### src/bcm_pkg.sv
// bcm_pkg: constants shared by the bus-controller message control logic
// assumes a 32-bit classic Wishbone register bus and a 16-bit message ram
package bcm_pkg;

  // register byte offsets
  localparam logic [7:0] REG_FRAME_A_PTR = 8'h00;
  localparam logic [7:0] REG_FRAME_A_LEN = 8'h04;
  localparam logic [7:0] REG_FRAME_B_PTR = 8'h08;
  localparam logic [7:0] REG_FRAME_B_LEN = 8'h0c;
  localparam logic [7:0] REG_CONFIG1 = 8'h10;
  localparam logic [7:0] REG_CONFIG3 = 8'h14;
  localparam logic [7:0] REG_COMMAND = 8'h18;
  localparam logic [7:0] REG_STATUS = 8'h1c;
  localparam logic [7:0] REG_LAST_CTL = 8'h20;

  localparam int ADDR_W = 16;
  localparam int LEN_W = 10;

  // configuration 1 fields
  localparam int CFG1_OVR_EN = 0;
  localparam int CFG1_OVR_BUS = 1;
  localparam int CFG1_GRETRY_LO = 2;
  localparam logic [15:0] CFG1_MASK = 16'h000f;
  // configuration 3 field: broadcast bit used as mask when set
  localparam int CFG3_BROADCAST_RCVD_CTRL_MASK = 5;
  localparam logic [15:0] CFG3_MASK = 16'h0020;

  // command register bits
  localparam int CMD_START_A = 0;
  localparam int CMD_START_B = 1;
  localparam int CMD_STOP = 2;

  // message control word fields
  localparam int CW_DONE = 15;
  localparam int CW_RETRIED = 14;
  localparam int CW_MISMATCH = 13;
  localparam int CW_ERROR = 12;
  localparam int CW_NO_ANSWER = 11;
  localparam int CW_ACTIVE = 10;
  localparam int CW_RETRY_HI = 9;
  localparam int CW_RETRY_LO = 8;
  localparam int CW_BUS = 7;
  localparam int CW_FLAG_RESV = 6;
  localparam int CW_SERVICE = 5;
  localparam int CW_BROADCAST_RCVD_CTRL = 4;
  localparam int CW_BUSY = 3;
  localparam int CW_SUBSYS = 2;
  localparam int CW_MSG_ERROR_MASK = 1;
  localparam int CW_RTRT = 0;
  localparam logic [15:0] CW_SW_MASK = 16'h03ff;
  // result bits that come from the terminal's answer
  localparam logic [15:0] CW_RESULT_MASK = 16'h3800;

  // remote terminal status word fields
  localparam int SW_ADDR_HI = 15;
  localparam int SW_ADDR_LO = 11;
  localparam int SW_MSG_ERROR_MASK = 10;
  localparam int SW_INSTR = 9;
  localparam int SW_SERVICE = 8;
  localparam int SW_RESV_HI = 7;
  localparam int SW_RESV_LO = 5;
  localparam int SW_BROADCAST_RCVD_CTRL = 4;
  localparam int SW_BUSY = 3;
  localparam int SW_SUBSYS = 2;
  localparam int SW_TFLAG = 0;

  // retry selections
  localparam logic [1:0] RETRY_NONE = 2'h0;
  localparam logic [1:0] RETRY_ACTIVE = 2'h1;
  localparam logic [1:0] RETRY_ALT = 2'h2;
  localparam logic [1:0] RETRY_ALT_ACT = 2'h3;

  localparam logic [ADDR_W-1:0] CMD_WORD_OFS = 16'h0001;

  typedef enum logic [8:0] {
    ST_IDLE = 9'h001,
    ST_PTR = 9'h002,
    ST_CTL = 9'h004,
    ST_CMD = 9'h008,
    ST_MARK = 9'h010,
    ST_SEND = 9'h020,
    ST_WAIT = 9'h040,
    ST_DONE = 9'h080,
    ST_NEXT = 9'h100
  } bcm_state_type;

endpackage : bcm_pkg

### src/bcm_status_eval.sv
// bcm_status_eval: judges a returned terminal status word against the masks
// assumes the status word and control bits are stable while sampled
module bcm_status_eval
  import bcm_pkg::*;
(
  // returned status and expectation
  input wire logic [15:0] status_word,
  input wire logic [4:0] expect_addr,
  // software masks from the control word; mask mode from configuration 3
  input wire logic [9:0] ctl_setup,
  input wire logic broadcast_rcvd_ctrl_mask_mode,
  // verdict
  output logic mismatch
);

  logic wrong_addr;
  logic flag_hit;
  logic broadcast_rcvd_ctrl_hit;
  logic other_hit;

  assign wrong_addr = status_word[SW_ADDR_HI:SW_ADDR_LO] != expect_addr;
  assign flag_hit = ctl_setup[CW_FLAG_RESV] &
    (status_word[SW_TFLAG] | status_word[SW_INSTR] |
     (|status_word[SW_RESV_HI:SW_RESV_LO]));
  assign broadcast_rcvd_ctrl_hit = broadcast_rcvd_ctrl_mask_mode ?
    (ctl_setup[CW_BROADCAST_RCVD_CTRL] & status_word[SW_BROADCAST_RCVD_CTRL]) :
    (ctl_setup[CW_BROADCAST_RCVD_CTRL] != status_word[SW_BROADCAST_RCVD_CTRL]);
  assign other_hit = (ctl_setup[CW_SERVICE] & status_word[SW_SERVICE]) |
    (ctl_setup[CW_BUSY] & status_word[SW_BUSY]) |
    (ctl_setup[CW_SUBSYS] & status_word[SW_SUBSYS]) |
    (ctl_setup[CW_MSG_ERROR_MASK] & status_word[SW_MSG_ERROR_MASK]);
  assign mismatch = wrong_addr | flag_hit | broadcast_rcvd_ctrl_hit | other_hit;

endmodule : bcm_status_eval

### src/bcm_retry_plan.sv
// bcm_retry_plan: decides whether a failed attempt is repeated and on which bus
// assumes attempt counts failed tries so far, starting at zero
module bcm_retry_plan
  import bcm_pkg::*;
(
  // selections
  input wire logic [1:0] local_retry_sel,
  input wire logic [1:0] global_sel,
  // progress
  input wire logic [1:0] attempt,
  input wire logic first_bus,
  // decision
  output logic again,
  output logic next_bus
);

  logic [1:0] eff_sel;

  // local none falls back to the global choice
  assign eff_sel = (local_retry_sel == RETRY_NONE) ? global_sel : local_retry_sel;

  always_comb begin
    again = 1'b0;
    next_bus = first_bus;
    case (eff_sel)
      RETRY_ACTIVE: begin
        again = (attempt == 2'h0);
      end
      RETRY_ALT: begin
        again = (attempt == 2'h0);
        next_bus = ~first_bus;
      end
      RETRY_ALT_ACT: begin
        again = (attempt != 2'h2);
        next_bus = (attempt == 2'h0) ? ~first_bus : first_bus;
      end
      default: begin
        again = 1'b0;
      end
    endcase
  end

endmodule : bcm_retry_plan

### src/bcm_msg_ctrl.sv
// bcm_msg_ctrl: bus-controller message list walker with control word upkeep
// assumes a single-port 16-bit message ram with req/ack handshake and a
// front end that sends a command and reports the terminal's answer
//
// How it works
// software keeps each list at most 1023 entries
// writing pointer and length starts frame A/B
// software owns bits 9:0, device bits 15:10
// device sets bit 15 when message completes
// device sets bit 14 when a retry happened
// bit 13 on wrong address or enabled bit
// bit 12 when the response held an error
// bit 11 when the terminal did not answer
// bit 10 held high while message in progress
// bits 9:8 choose the local retry scheme
// local none defers to global; both none: no retry
// bit 7 picks bus; configuration 1 may override
// bit 6 enables flag, reserved, instrumentation bits
// bit 5 enables the service request bit
// compare mode: broadcast bit differing sets bit 13
// mask mode: bit 4 enables broadcast bit
// bits 3:1 enable busy, subsystem, message error
// bit 0 marks a terminal-to-terminal transfer
// result write keeps the low ten bits; the done write sets bit 7 to the bus last used
// active cleared together with done being set
//
// Register access over Wishbone and the placing of the registers were left to the implementer.
module bcm_msg_ctrl
  import bcm_pkg::*;
(
  // clock and reset
  input wire logic SYS_CLK,
  input wire logic RST_N,
  // wishbone slave
  input wire logic WB_CYC,
  input wire logic WB_STB,
  input wire logic WB_WE,
  input wire logic [7:0] WB_ADR,
  input wire logic [3:0] WB_SEL,
  input wire logic [31:0] WB_DAT_W,
  output logic [31:0] WB_DAT_R,
  output logic WB_ACK,
  // message ram master
  output logic MEM_REQ,
  output logic MEM_WE,
  output logic [bcm_pkg::ADDR_W-1:0] MEM_ADDR,
  output logic [15:0] MEM_WDATA,
  input wire logic [15:0] MEM_RDATA,
  input wire logic MEM_ACK,
  // front end
  output logic XMIT_START,
  output logic XMIT_BUS,
  output logic XMIT_RTRT,
  output logic [15:0] XMIT_CMD,
  input wire logic RESP_DONE,
  input wire logic [15:0] RESP_STATUS,
  input wire logic RESP_ERROR,
  input wire logic RESP_NONE,
  // state
  output logic BUSY
);

  bcm_state_type state;

  logic [ADDR_W-1:0] frame_a_ptr;
  logic [LEN_W-1:0] frame_a_len;
  logic [ADDR_W-1:0] frame_b_ptr;
  logic [LEN_W-1:0] frame_b_len;
  logic [15:0] config1;
  logic [15:0] config3;
  logic start_a;
  logic start_b;
  logic stop_req;
  logic stop_pending;
  logic frame_is_b;
  logic [ADDR_W-1:0] list_addr;
  logic [LEN_W-1:0] remaining;
  logic [LEN_W-1:0] msg_index;
  logic [ADDR_W-1:0] table_addr;
  logic [15:0] ctl_word;
  logic [15:0] cmd_word;
  logic first_bus;
  logic cur_bus;
  logic [1:0] attempt;
  logic retried;
  logic [15:0] last_ctl;
  logic mismatch;
  logic retry_again;
  logic retry_bus;
  logic failed;
  logic wb_req;
  logic [31:0] lane_mask;
  logic [31:0] read_word;
  logic [15:0] result_hi;

  assign wb_req = WB_CYC & WB_STB & ~WB_ACK;
  assign lane_mask = {{8{WB_SEL[3]}}, {8{WB_SEL[2]}}, {8{WB_SEL[1]}}, {8{WB_SEL[0]}}};
  assign failed = RESP_ERROR | RESP_NONE;

  bcm_status_eval u_status_eval (
    .status_word(RESP_STATUS),
    .expect_addr(cmd_word[SW_ADDR_HI:SW_ADDR_LO]),
    .ctl_setup(ctl_word[9:0]),
    .broadcast_rcvd_ctrl_mask_mode(config3[CFG3_BROADCAST_RCVD_CTRL_MASK]),
    .mismatch(mismatch)
  );

  bcm_retry_plan u_retry_plan (
    .local_retry_sel(ctl_word[CW_RETRY_HI:CW_RETRY_LO]),
    .global_sel(config1[CFG1_GRETRY_LO+1:CFG1_GRETRY_LO]),
    .attempt(attempt),
    .first_bus(first_bus),
    .again(retry_again),
    .next_bus(retry_bus)
  );

  // register writes; start strobes are one-cycle pulses
  always_ff @(posedge SYS_CLK or negedge RST_N) begin
    if (!RST_N) begin
      frame_a_ptr <= '0;
      frame_a_len <= '0;
      frame_b_ptr <= '0;
      frame_b_len <= '0;
      config1 <= '0;
      config3 <= '0;
      start_a <= 1'b0;
      start_b <= 1'b0;
      stop_req <= 1'b0;
    end else begin
      start_a <= 1'b0;
      start_b <= 1'b0;
      stop_req <= 1'b0;
      if (wb_req && WB_WE) begin
        if (WB_ADR == REG_FRAME_A_PTR) begin
          frame_a_ptr <= (frame_a_ptr & ~lane_mask[15:0]) | (WB_DAT_W[15:0] & lane_mask[15:0]);
        end else if (WB_ADR == REG_FRAME_A_LEN) begin
          frame_a_len <= (frame_a_len & ~lane_mask[LEN_W-1:0]) |
            (WB_DAT_W[LEN_W-1:0] & lane_mask[LEN_W-1:0]);
          start_a <= 1'b1;
        end else if (WB_ADR == REG_FRAME_B_PTR) begin
          frame_b_ptr <= (frame_b_ptr & ~lane_mask[15:0]) | (WB_DAT_W[15:0] & lane_mask[15:0]);
        end else if (WB_ADR == REG_FRAME_B_LEN) begin
          frame_b_len <= (frame_b_len & ~lane_mask[LEN_W-1:0]) |
            (WB_DAT_W[LEN_W-1:0] & lane_mask[LEN_W-1:0]);
          start_b <= 1'b1;
        end else if (WB_ADR == REG_CONFIG1) begin
          config1 <= ((config1 & ~lane_mask[15:0]) | (WB_DAT_W[15:0] & lane_mask[15:0]))
            & CFG1_MASK;
        end else if (WB_ADR == REG_CONFIG3) begin
          config3 <= ((config3 & ~lane_mask[15:0]) | (WB_DAT_W[15:0] & lane_mask[15:0]))
            & CFG3_MASK;
        end else if (WB_ADR == REG_COMMAND && WB_SEL[0]) begin
          start_a <= WB_DAT_W[CMD_START_A];
          start_b <= WB_DAT_W[CMD_START_B];
          stop_req <= WB_DAT_W[CMD_STOP];
        end
      end
    end
  end

  always_comb begin
    read_word = '0;
    if (WB_ADR == REG_FRAME_A_PTR) begin
      read_word[ADDR_W-1:0] = frame_a_ptr;
    end else if (WB_ADR == REG_FRAME_A_LEN) begin
      read_word[LEN_W-1:0] = frame_a_len;
    end else if (WB_ADR == REG_FRAME_B_PTR) begin
      read_word[ADDR_W-1:0] = frame_b_ptr;
    end else if (WB_ADR == REG_FRAME_B_LEN) begin
      read_word[LEN_W-1:0] = frame_b_len;
    end else if (WB_ADR == REG_CONFIG1) begin
      read_word[15:0] = config1;
    end else if (WB_ADR == REG_CONFIG3) begin
      read_word[15:0] = config3;
    end else if (WB_ADR == REG_STATUS) begin
      read_word = {6'h00, msg_index, 14'h0000, frame_is_b, BUSY};
    end else if (WB_ADR == REG_LAST_CTL) begin
      read_word[15:0] = last_ctl;
    end
  end

  // single-wait-state slave; unmapped addresses ack with zero
  always_ff @(posedge SYS_CLK or negedge RST_N) begin
    if (!RST_N) begin
      WB_ACK <= 1'b0;
      WB_DAT_R <= '0;
    end else begin
      WB_ACK <= wb_req;
      if (wb_req) begin
        WB_DAT_R <= WB_WE ? 32'h0000_0000 : read_word;
      end
    end
  end

  // upper six bits of a result write; low ten kept from the fetched word, except bit 7, which the done write sets to the bus last used
  always_comb begin
    result_hi = '0;
    result_hi[CW_RETRIED] = retried;
    result_hi[CW_ACTIVE] = (state == ST_MARK);
    result_hi[CW_DONE] = (state == ST_DONE);
  end

  // message sequencer and ram master
  always_ff @(posedge SYS_CLK or negedge RST_N) begin
    if (!RST_N) begin
      state <= ST_IDLE;
      BUSY <= 1'b0;
      frame_is_b <= 1'b0;
      list_addr <= '0;
      remaining <= '0;
      msg_index <= '0;
      table_addr <= '0;
      ctl_word <= '0;
      cmd_word <= '0;
      first_bus <= 1'b0;
      cur_bus <= 1'b0;
      attempt <= '0;
      retried <= 1'b0;
      last_ctl <= '0;
      stop_pending <= 1'b0;
      MEM_REQ <= 1'b0;
      MEM_WE <= 1'b0;
      MEM_ADDR <= '0;
      MEM_WDATA <= '0;
      XMIT_START <= 1'b0;
      XMIT_BUS <= 1'b0;
      XMIT_RTRT <= 1'b0;
      XMIT_CMD <= '0;
    end else begin
      XMIT_START <= 1'b0;
      // a stop is a pulse; keep it until the running message ends
      if (stop_req) begin
        stop_pending <= 1'b1;
      end
      case (state)
        ST_IDLE: begin
          stop_pending <= 1'b0;
          if (start_a && frame_a_len != '0) begin
            list_addr <= frame_a_ptr;
            remaining <= frame_a_len;
            frame_is_b <= 1'b0;
            msg_index <= '0;
            BUSY <= 1'b1;
            state <= ST_PTR;
          end else if (start_b && frame_b_len != '0) begin
            list_addr <= frame_b_ptr;
            remaining <= frame_b_len;
            frame_is_b <= 1'b1;
            msg_index <= '0;
            BUSY <= 1'b1;
            state <= ST_PTR;
          end
        end
        ST_PTR: begin
          if (!MEM_REQ) begin
            MEM_REQ <= 1'b1;
            MEM_WE <= 1'b0;
            MEM_ADDR <= list_addr;
          end else if (MEM_ACK) begin
            MEM_REQ <= 1'b0;
            table_addr <= MEM_RDATA;
            state <= ST_CTL;
          end
        end
        ST_CTL: begin
          if (!MEM_REQ) begin
            MEM_REQ <= 1'b1;
            MEM_WE <= 1'b0;
            MEM_ADDR <= table_addr;
          end else if (MEM_ACK) begin
            MEM_REQ <= 1'b0;
            ctl_word <= MEM_RDATA;
            state <= ST_CMD;
          end
        end
        ST_CMD: begin
          if (!MEM_REQ) begin
            MEM_REQ <= 1'b1;
            MEM_WE <= 1'b0;
            MEM_ADDR <= table_addr + CMD_WORD_OFS;
          end else if (MEM_ACK) begin
            MEM_REQ <= 1'b0;
            cmd_word <= MEM_RDATA;
            attempt <= '0;
            retried <= 1'b0;
            // configuration 1 override beats the per-message bus bit
            if (config1[CFG1_OVR_EN]) begin
              first_bus <= config1[CFG1_OVR_BUS];
              cur_bus <= config1[CFG1_OVR_BUS];
            end else begin
              first_bus <= ctl_word[CW_BUS];
              cur_bus <= ctl_word[CW_BUS];
            end
            state <= ST_MARK;
          end
        end
        ST_MARK: begin
          if (!MEM_REQ) begin
            MEM_REQ <= 1'b1;
            MEM_WE <= 1'b1;
            MEM_ADDR <= table_addr;
            MEM_WDATA <= result_hi | (ctl_word & CW_SW_MASK);
          end else if (MEM_ACK) begin
            MEM_REQ <= 1'b0;
            MEM_WE <= 1'b0;
            state <= ST_SEND;
          end
        end
        ST_SEND: begin
          XMIT_START <= 1'b1;
          XMIT_BUS <= cur_bus;
          XMIT_RTRT <= ctl_word[CW_RTRT];
          XMIT_CMD <= cmd_word;
          state <= ST_WAIT;
        end
        ST_WAIT: begin
          if (RESP_DONE) begin
            if (failed && retry_again) begin
              attempt <= attempt + 2'h1;
              retried <= 1'b1;
              cur_bus <= retry_bus;
              state <= ST_SEND;
            end else begin
              ctl_word[CW_MISMATCH] <= ~RESP_NONE & mismatch;
              ctl_word[CW_ERROR] <= RESP_ERROR;
              ctl_word[CW_NO_ANSWER] <= RESP_NONE;
              ctl_word[CW_BUS] <= cur_bus;
              state <= ST_DONE;
            end
          end
        end
        ST_DONE: begin
          if (!MEM_REQ) begin
            MEM_REQ <= 1'b1;
            MEM_WE <= 1'b1;
            MEM_ADDR <= table_addr;
            // done set and active cleared in one write
            MEM_WDATA <= result_hi | (ctl_word & (CW_SW_MASK | CW_RESULT_MASK));
          end else if (MEM_ACK) begin
            MEM_REQ <= 1'b0;
            MEM_WE <= 1'b0;
            last_ctl <= MEM_WDATA;
            state <= ST_NEXT;
          end
        end
        ST_NEXT: begin
          remaining <= remaining - 10'h001;
          msg_index <= msg_index + 10'h001;
          list_addr <= list_addr + 16'h0001;
          if (remaining == 10'h001 || stop_req || stop_pending) begin
            BUSY <= 1'b0;
            stop_pending <= 1'b0;
            state <= ST_IDLE;
          end else begin
            state <= ST_PTR;
          end
        end
        default: begin
          state <= ST_IDLE;
        end
      endcase
    end
  end

endmodule : bcm_msg_ctrl

### config.mk
export PLATFORM = sky130hd
export DESIGN_NAME = bcm_msg_ctrl
export DESIGN_NICKNAME = d
export VERILOG_FILES = /design/src/bcm_pkg.sv /design/src/bcm_status_eval.sv /design/src/bcm_retry_plan.sv /design/src/bcm_msg_ctrl.sv
export SDC_FILE = /design/constraint.sdc
export NUM_CORES = 1
export LEC_CHECK = 0
export ABC_CLOCK_PERIOD_IN_PS = 3200
export BUFFER_PORTS_ARGS = -buffer_cell sky130_fd_sc_hd__buf_2
export CAP_MARGIN = 20
export CORE_ASPECT_RATIO = 0.9
export CORE_MARGIN = 5
export CORE_UTILIZATION = 50
export CTS_BUF_LIST = sky130_fd_sc_hd__clkbuf_8 sky130_fd_sc_hd__clkbuf_16
export DETAILED_ROUTE_END_ITERATION = 12
export GPL_ROUTABILITY_DRIVEN = 0
export PLACE_DENSITY = 0.71
export SLEW_MARGIN = 10
export SYNTH_ARGS = -nofsm -noshare
export SYNTH_HDL_FRONTEND = slang
export SYNTH_SLANG_ARGS = --single-unit
### constraint.sdc
create_clock -name SYS_CLK -period 3.2 [get_ports SYS_CLK]
set_input_delay 0.8 -clock SYS_CLK [delete_from_list [all_inputs] [get_ports SYS_CLK]]
set_output_delay 0.8 -clock SYS_CLK [all_outputs]
set_load 0.1 [all_outputs]
==> key figures, run 1 <==
Placement
  – Dpl hpwl: 24.7 mm
  – Port buffer count: 146
  – Placement Cell Area: 13600 um2

STA
  – Layout Skew: 0.0136 ns
  – Finish-stage setup viols: 0
  – Final period util: 84.1%
  – Max-slew violations: 0
  – Tmin final: 2.69 ns
  – Worst-Margin Slew: 0.929 ns
  – Setup TNS: 0 ns
  – Slew HR: 37.8%
  – Final hold vios: 0
  – Max frequency: 372 MHz
  – RSZ-0062 raised after global routing: no
  – Hold_ws: 0.224 ns

Status
  – Status: finished, final reports clean

Synthesis
  – Yosys Warn Count: 0
  – Syn Area/Cell: 11.3 um2
  – Netlist cell types: 77
  – EDFF count, synth: 0
  – Largest area contributor in the netlist: dfrtp_1
  – Cell count after synthesis: 1096
  – Mapped cell area: 12300 um2
  – Asr flop ratio synth: 100%
  – Dominant cells by area after synthesis: dfrtp_1 (51%), mux2_2 (13%), nand2_1 (2.2%), a211oi_1 (1.8%), o21ai_0 (1.7%)
  – Yosys top cell area share: 51.3%
  – Synth Register Bits: 254
  – Sequential fraction of the synthesis area: 51.5%
  – Post-synth top flop: dfrtp_1

Cells and area
  – Synth-to-Final Area Change: 17.5%
  – Multi-input gate area: 5630 um2
  – Fillers: 1997
  – Layout Nets: 1352
  – Register Area: 6360 um2
  – Ratio of cells with drive above 1 in the final layout: 31.7%
  – Antenna fix cells: 0
  – Post-route cell area: 14500 um2

Floorplanning
  – IO Pins: 172
  – Die width: 176 um
  – Core ar.: 24300 um2
  – Die height: 159 um
  – Core Rows: 54
  – Initial core utilization: 50.9%
  – Die ar.: 27900 um2

Clock tree
  – Hold Buf Count CTS: 0
  – TritonCTS Buffers: 27
  – Clk Latency, worst-skew pair: 0.54 ns
  – Post-CTS Resized: 0
  – H-tree levels: 1
  – CTS Sinks: 254
  – Post-CTS Setup Bufs: 0
  – CTS root buffer: clkbuf_16
  – CTS tree: yes
  – CTS clock-pin slew for the worst setup and hold paths: 0.06 ns
  – Clock buffer depth: 3

Global routing
  – Largest net degree at the start of global routing: 85
  – Vias in the first global route: 9374
  – Total GRT Usage: 23.6%
  – Overflow left after global routing: 0
  – Initial antenna violation count: 3
  – First-pass GRT wire length: 53.2 mm

Power and ir drop
  – Leakage: 7.18 nW
  – VDD IR-drop max: 0.342 mV
  – Pwr dens: 619 nW/um2

Critical path
  – Critical path fanouts, max: 12
  – Worst-path cell chain: or4_4 > o41ai_4 > buf_4 > mux2i_1 > buf_4 > nor2_1 > or3_1
  – Critical path endpoint category: flip-flop
  – Required time of the worst setup path: 3.61 ns
  – CP peak stage delay: 0.58 ns
  – Most used cell along the critical path: buf_4
  – WP data arrival: 3.10 ns
  – CP Class: reg2reg
  – CP max stage cell: or4_4
  – Crit start category: flip-flop

Run
  – Max cap viols: 0

Detailed routing
  – Final WL: 33.7 mm
  – Drt pass-1 iters: 5
  – Via Count: 9784
  – Drt initial violations: 703
  – DR WL/cell: 21.3 um
  – DRC Markers: 0
  – Post-route ant nets: 0
  – Avg Vias per Cell: 6.19

Worst hold path
  – HP Class: in2async
==> per-stage QoR <==
step           power (mW)  worst slack, ns  cells  utilization, %
2_1_floorplan        5.28            0.471   1101               -
3_3_place_gp         5.76            0.355   1534            56.0
3_5_place_dp         5.80            0.318   1535            56.1
4_1_cts              9.03            0.559   1581            59.8
5_1_grt              9.34            0.395   1581            59.8
6_report             8.98            0.510   1581            59.8
==> layout make-up <==
class                      count  area share, %
clock buffer                  32           5.13
sequential                   254           43.8
clock inverter                14           1.16
timing repair buffer         194           7.90
multi-input combinational    759           38.8
tap                          308           2.66
inverter                      20          0.517
==> path summary, 6_finish.rpt <==
check	slack [ns]	end	depth (start not counted)	startpoint
min	0.22	attempt[1]	1	RST_N
max	0.51	list_addr[3]	7	flip-flop
min reg2reg	0.48	WB_DAT_R[11]	1	WB_DAT_R[11]
min in group SYS_CLK	0.48	WB_DAT_R[11]	1	WB_DAT_R[11]
max reg2reg	0.51	list_addr[3]	7	flip-flop
max in group asynchronous	2.11	MEM_ADDR[0]	2	RST_N
==> cell usage after synthesis, types with 10 or more instances <==
cell and count:
ha_1 11, a22o_1 19, xor2_1 15, inv_1 20, nand3_1 35, and3_1 17, buf_2 18, a21oi_1 40
a22oi_1 20, a211oi_1 30, nor3_1 27, nor4_1 12, and2_1 10, mux2_2 140, a21o_1 13, clkbuf_1 37
mux2i_1 14, nor2_1 49, nand4_1 14, nand2_1 72, or3_1 17, a31oi_1 17, a221oi_1 10, mux2_1 12
o21ai_0 41, dfrtp_1 253
==> logic make-up (layout without fill, tap and decap cells) <==
group	count (synthesis)	after routing	share of synthesized area, %
other	1	6	0.0304
xor gates and xnor gates	17	17	1.21
muxes	166	166	15.0
adders and majority gates	11	11	1.11
DFF	254	254	51.5
AOI/OAI and AO/OA	256	256	14.7
and+or+nand+nor	303	303	13.1
buffers and inverters	88	260	3.31
==> power breakdown <==
part           switching, mW  internal, mW
clock                   1.28          1.96
combinational           1.44         0.493
sequential             0.324          3.48
==> worst max-delay path, delay by kind of cell (launching register included) <==
kind | cells | cell delay, ns
simple gates | 3 | 0.98
buf+inv | 2 | 0.47
compound gates | 1 | 0.45
flops | 1 | 0.42
mux | 1 | 0.23
==> layer usage <==
| layer | global-route usage (%) | wire [um] | vias to the layer above |
|---|---|---|---|
| met2 | 35.5 | 15000 | 393 |
| met3 | 4.63 | 2620 | 77 |
| met4 | 6.59 | 1040 | 4 |
| met1 | 34.9 | 15000 | 4881 |
| li1 | - | - | 4429 |
| met5 | 0 | 28 | - |
==> cells in the final DEF (no fill, tap or decap), types with 26 or more instances in the layout <==
| cell | count |
|---|---|
| a211oi_1 | 29 |
| o21ai_0 | 41 |
| nand2_1 | 72 |
| a21oi_1 | 40 |
| clkbuf_16 | 27 |
| buf_2 | 145 |
| nand3_1 | 35 |
| buf_4 | 44 |
| dfrtp_1 | 253 |
| nor2_1 | 49 |
| mux2_2 | 140 |
| nor3_1 | 26 |
Power figures use the tool's default switching activity.
==> run 2, diff against run 1 <==
ABC_CLOCK_PERIOD_IN_PS = 2500   (was 3200)
clock period = 2.5 ns   (was 3.2 ns; I/O delays follow)
==> run 2 against run 1 <==
Sequential power rose by 27%. Die area did not move. Hold slack got worse by 0.19 ns. Critical path depth fell by 2. Largest power group unchanged. Global-route usage rose by 1.4 points. Clock power rose by 26%. Clock-buffer cell count did not move. Power rose by 30%.
==> key figures, run 2 (synthesis results as in run 1) <==
Clock tree
  – Clock buffer depth: 3
  – CTS Sinks: 254
  – CTS tree: yes
  – CTS clock-pin slew for the worst setup and hold paths: 0.06 ns
  – TritonCTS Buffers: 27
  – Clk Latency, worst-skew pair: 0.54 ns
  – H-tree levels: 1
  – CTS root buffer: clkbuf_16

Power and ir drop
  – Switching Fraction: 34.3%
  – Clock share of power: 35.0%
  – Pwr dens: 772 nW/um2
  – Sequential power share: 41.6%
  – Internal power: 7.64 mW
  – VDD IR-drop max: 0.486 mV
  – Leakage: 7.50 nW
  – Logic pwr share: 23.3%
  – Tot Pwr: 11.6 mW
  – Net switching power: 3.99 mW

STA
  – Tmin final: 2.46 ns
  – Final Worst Setup Slack: 0.0411 ns
  – Max frequency: 407 MHz
  – Setup TNS: 0 ns
  – RSZ-0062 raised after global routing: yes
  – Max-slew violations: 0
  – Slew HR: 61.7%
  – Final hold vios: 0
  – Finish-stage setup viols: 0
  – Layout Skew: 0.0106 ns
  – Worst-Margin Slew: 0.570 ns
  – Final period util: 98.4%
  – Hold_ws: 0.0337 ns

Critical path
  – WP data arrival: 2.86 ns
  – CP Class: reg2reg
  – Worst setup path start: state[5]
  – Crit start category: flip-flop
  – Crit path to: MEM_ADDR[6]
  – FF-to-FF End: MEM_ADDR[6]
  – R2R cell count: 5
  – CP max stage cell: or4_1
  – Levels on crit path: 5
  – CP Buf/Inv Count: 1
  – Critical path endpoint category: flip-flop
  – Critical path's top delay family: compound AO/OA/AOI/OAI gates
  – Critical path fanouts, max: 12
  – Worst R2R Setup Slack: 0.04 ns
  – Required time of the worst setup path: 2.90 ns
  – CP peak stage delay: 0.63 ns
  – Worst-path cell chain: or4_1 > buf_4 > a211o_2 > a222oi_1 > a21oi_1
  – Reg2reg start: state[5]

Global routing
  – Initial antenna violation count: 3
  – Overflow left after global routing: 0
  – Vias in the first global route: 9967
  – First-pass GRT wire length: 56.1 mm
  – Largest net degree at the start of global routing: 69
  – Total GRT Usage: 25.0%

Floorplanning
  – Core ar.: 24300 um2
  – Die ar.: 27900 um2
  – IO Pins: 172
  – Initial core utilization: 50.9%
  – Die width: 176 um
  – Core Rows: 54
  – Die height: 159 um

Detailed routing
  – DR WL/cell: 21.5 um
  – Final WL: 35.4 mm
  – Avg Vias per Cell: 6.15
  – Drt initial violations: 896
  – Via Count: 10100
  – DRC Markers: 0
  – Drt pass-1 iters: 5
  – Post-route ant nets: 0

Run
  – Max cap viols: 0

Cells and area
  – Finished Layout Cells: 1645
  – Commonest non-fill, non-tap cell in the layout: dfrtp_1
  – Layout Nets: 1415
  – Synth-to-Final Area Change: 22.1%
  – Ratio of cells with drive above 1 in the final layout: 36.0%
  – Antenna fix cells: 0
  – Most frequent cells in the layout: dfrtp_1 (252), buf_2 (145), mux2_2 (140), buf_4 (103), nand2_1 (72)
  – Util after Layout: 62.1%
  – Post-route cell area: 15100 um2

Placement
  – Post-Place Worst Slack: -0.103 ns
  – Port buffer count: 146
  – Placement Cell Area: 14100 um2
  – Dpl hpwl: 26.3 mm
  – Post-Place Cells: 1596

Status
  – Status: finished, final reports clean

Worst hold path
  – HP Class: in2async
run 2: worst min-delay path by stage:
stage,startpoint,end,cells after the start
final,RST_N,XMIT_CMD[11],1
after global routing,RST_N,XMIT_CMD[12],1
after CTS,RST_N,XMIT_CMD[12],1
after detailed placement,WB_DAT_R[11],WB_DAT_R[11],1
after global placement,retried,retried,2
after floorplan,RST_N,BUSY,0
run 2: what timing repair did:
action                     CTS  global route
gates resized for setup      1            10
buffers inserted             0             1
setup endpoints to repair    2            25
hold buffers                 0             0
pin swaps                    0             3
run 2: final cells by class:
type / count / area (um2)
Clock inverter: 15 / 158
Tap cell: 308 / 385
Fill cell: 1954 / 9190
Sequential cell: 254 / 6360
Inverter: 20 / 75.1
Multi-Input combinational cell: 759 / 5680
Clock buffer: 32 / 744
Timing Repair Buffer: 257 / 1670
run 2: per-layer routing:
layer	GRT usage, %	wire, um
met1	36.4	15500
met2	37.3	16100
met3	5.39	2660
met4	8.50	1160
met5	0	34
run 2: power groups by stage:
stage / registers (mW) / logic [mW] / clock network [mW]
2_1_floorplan: 5.78 / 0.984 / 0
3_3_place_gp: 4.90 / 2.64 / 0
3_5_place_dp: 4.91 / 2.69 / 0
4_1_cts: 4.83 / 2.71 / 4.14
5_1_grt: 4.89 / 2.90 / 4.31
6_report: 4.84 / 2.72 / 4.07
run 2: worst register-to-register path, stage by stage, from the launching register on:
cell and delay, ns:
dfrtp_1 0.42, or4_1 0.63, buf_4 0.22, a211o_2 0.39, a222oi_1 0.53, a21oi_1 0.13
==> run 3, diff against run 2 <==
GPL_TIMING_DRIVEN = 0   (was not set)
==> run 3 against run 2 <==
Cell count is 0.36% higher. Sequential power hardly changed. Clock skew is 0.013 ns higher. Routed wire length is 4.5% higher. Global-route usage is 0.22 points higher. Register-to-register slack worse by 0.08 ns. Clock power is 4% higher. Maximum frequency is 3.1% lower. The run now ends with setup timing left. Via count is 1.3% higher. Power is 2.8% higher. Highest routed layer is now met4. Utilization is 1.3 points higher.
==> key figures, run 3 (synthesis results as in run 1) <==
Floorplanning
  – Core ar.: 24300 um2
  – Die ar.: 27900 um2
  – Initial core utilization: 50.9%
  – Core Rows: 54
  – Die width: 176 um
  – IO Pins: 172
  – Die height: 159 um

STA
  – Final hold vios: 0
  – Max-slew violations: 0
  – Max frequency: 394 MHz
  – Worst-Margin Slew: 0.860 ns
  – RSZ-0062 raised after global routing: yes
  – Slew HR: 42.3%
  – Finish-stage setup viols: 16
  – Tmin final: 2.54 ns
  – Layout Skew: 0.0235 ns
  – Final Worst Setup Slack: -0.0364 ns
  – Final period util: 101%

Clock tree
  – TritonCTS Buffers: 27
  – Clk Latency, worst-skew pair: 0.55 ns
  – CTS clock-pin slew for the worst setup and hold paths: 0.07 ns
  – CTS Sinks: 254
  – Clock buffer depth: 3
  – CTS root buffer: clkbuf_16
  – H-tree levels: 1
  – Hold Buf Count CTS: 0
  – CTS tree: yes

Status
  – Status: finished, violations left
  – Failing checks: setup timing

Detailed routing
  – DR WL/cell: 22.4 um
  – Drt initial violations: 1182
  – Via Count: 10200
  – Avg Vias per Cell: 6.21
  – DRC Markers: 0
  – Drt pass-1 iters: 5
  – Post-route ant nets: 0
  – Final WL: 37.0 mm

Cells and area
  – Layout Nets: 1417
  – Ratio of cells with drive above 1 in the final layout: 37.8%
  – Synth-to-Final Area Change: 24.7%
  – Fillers: 1850
  – Post-route cell area: 15400 um2
  – Commonest non-fill, non-tap cell in the layout: dfrtp_1
  – Most frequent cells in the layout: dfrtp_1 (248), buf_2 (155), mux2_2 (136), nand2_1 (70), buf_4 (47)
  – Util after Layout: 63.5%

Critical path
  – Crit start category: flip-flop
  – Required time of the worst setup path: 2.93 ns
  – Most used cell along the critical path: buf_8
  – Critical path endpoint category: flip-flop
  – CP peak stage delay: 0.57 ns
  – Critical path's top delay family: simple AND/OR/NAND/NOR gates
  – Worst-path cell chain: or4_4 > buf_8 > o31ai_4 > a221oi_4 > nor3_4 > buf_12 > buf_8 > mux2_1
  – CP Class: reg2reg
  – WP data arrival: 2.96 ns
  – CP max stage cell: or4_4
  – Critical path fanouts, max: 7
  – CP Buf/Inv Count: 3

Power and ir drop
  – Net switching power: 4.14 mW
  – Leakage: 7.51 nW
  – Sequential power share: 40.2%
  – Internal power: 7.83 mW
  – Tot Pwr: 12.0 mW
  – Switching Fraction: 34.6%
  – Clock share of power: 35.4%
  – Pwr dens: 777 nW/um2
  – VDD IR-drop max: 0.595 mV
  – Logic pwr share: 24.3%

Worst hold path
  – HP Class: in2async

Global routing
  – First-pass GRT wire length: 56.5 mm
  – Total GRT Usage: 25.2%
  – Vias in the first global route: 9988
  – Initial antenna violation count: 1
  – Largest net degree at the start of global routing: 94
  – Overflow left after global routing: 0

Placement
  – Port buffer count: 146
  – Placement Cell Area: 13600 um2
  – Post-Place Worst Slack: -0.726 ns
  – Dpl hpwl: 25.8 mm

Run
  – Max cap viols: 0
## run 3: cell count changes in the layout (fill, tap and decap cells not counted), sizes merged
cell	change
buf	-32
bufinv	+1
clkbuf	+34
clkinv	+2
clkinvlp	+1
diode	+1
inv	-1
## run 3: layer usage
metal	wire (um)	track usage, %	share of wire [%]	up-vias
li1	-	-	-	4566
met1	16200	37.3	44	5112
met2	16600	37.8	45	495
met3	3150	5.29	8.5	76
met4	1130	7.02	3.1	0
met5	0	0	0	-
## run 3: per-stage QoR
stage	cells	TNS (ns)	hold slack, ns
floorplan	1101	0	0.329
global placement	1555	-1006.02	0.460
detailed placement	1557	-56.52	0.461
CTS	1623	-0.244	0.0825
global route	1651	-1.62	0.110
finish	1651	-0.284	0.0535
## run 3: what timing repair did
action                                  in CTS  in global routing
cloned                                       1                  1
endpoints found under the setup margin     151                136
buffers inserted                            18                 26
gates resized for setup                     42                 99
pin swaps                                    7                 11
## run 3: path summary, 6_finish.rpt
| path | startpoint | end | slack (ns) | depth (start not counted) |
|---|---|---|---|---|
| min reg2reg | retried | retried | 0.48 | 2 |
| min | RST_N | XMIT_CMD[12] | 0.05 | 1 |
| max | state[5] | last_ctl[10] | -0.04 | 8 |
| max reg2reg | state[5] | last_ctl[10] | -0.04 | 8 |
| max in group asynchronous | RST_N | WB_DAT_R[16] | 1.17 | 3 |
| min in group SYS_CLK | MEM_RDATA[10] | table_addr[10] | 0.35 | 2 |
## run 3: power by group through the flow
stage	combinational (mW)	clock, mW	sequential (mW)
2_1_floorplan	0.984	0	5.78
3_3_place_gp	2.55	0	4.83
3_5_place_dp	2.59	0	4.85
4_1_cts	2.68	4.30	4.80
5_1_grt	3.08	4.47	4.86
6_report	2.91	4.24	4.82
## run 3: cell type report
cell class / instances / area, um2 / area share (%)
Sequential cell: 254 / 6360 / 41.3
Multi-Input combinational cell: 759 / 6000 / 39.0
Timing Repair Buffer: 194 / 1200 / 7.80
Clock buffer: 32 / 744 / 4.84
Buffer: 65 / 414 / 2.69
Tap cell: 308 / 385 / 2.50
Clock inverter: 18 / 204 / 1.32
Inverter: 20 / 75.1 / 0.488
Antenna cell: 1 / 2.50 / 0.0163
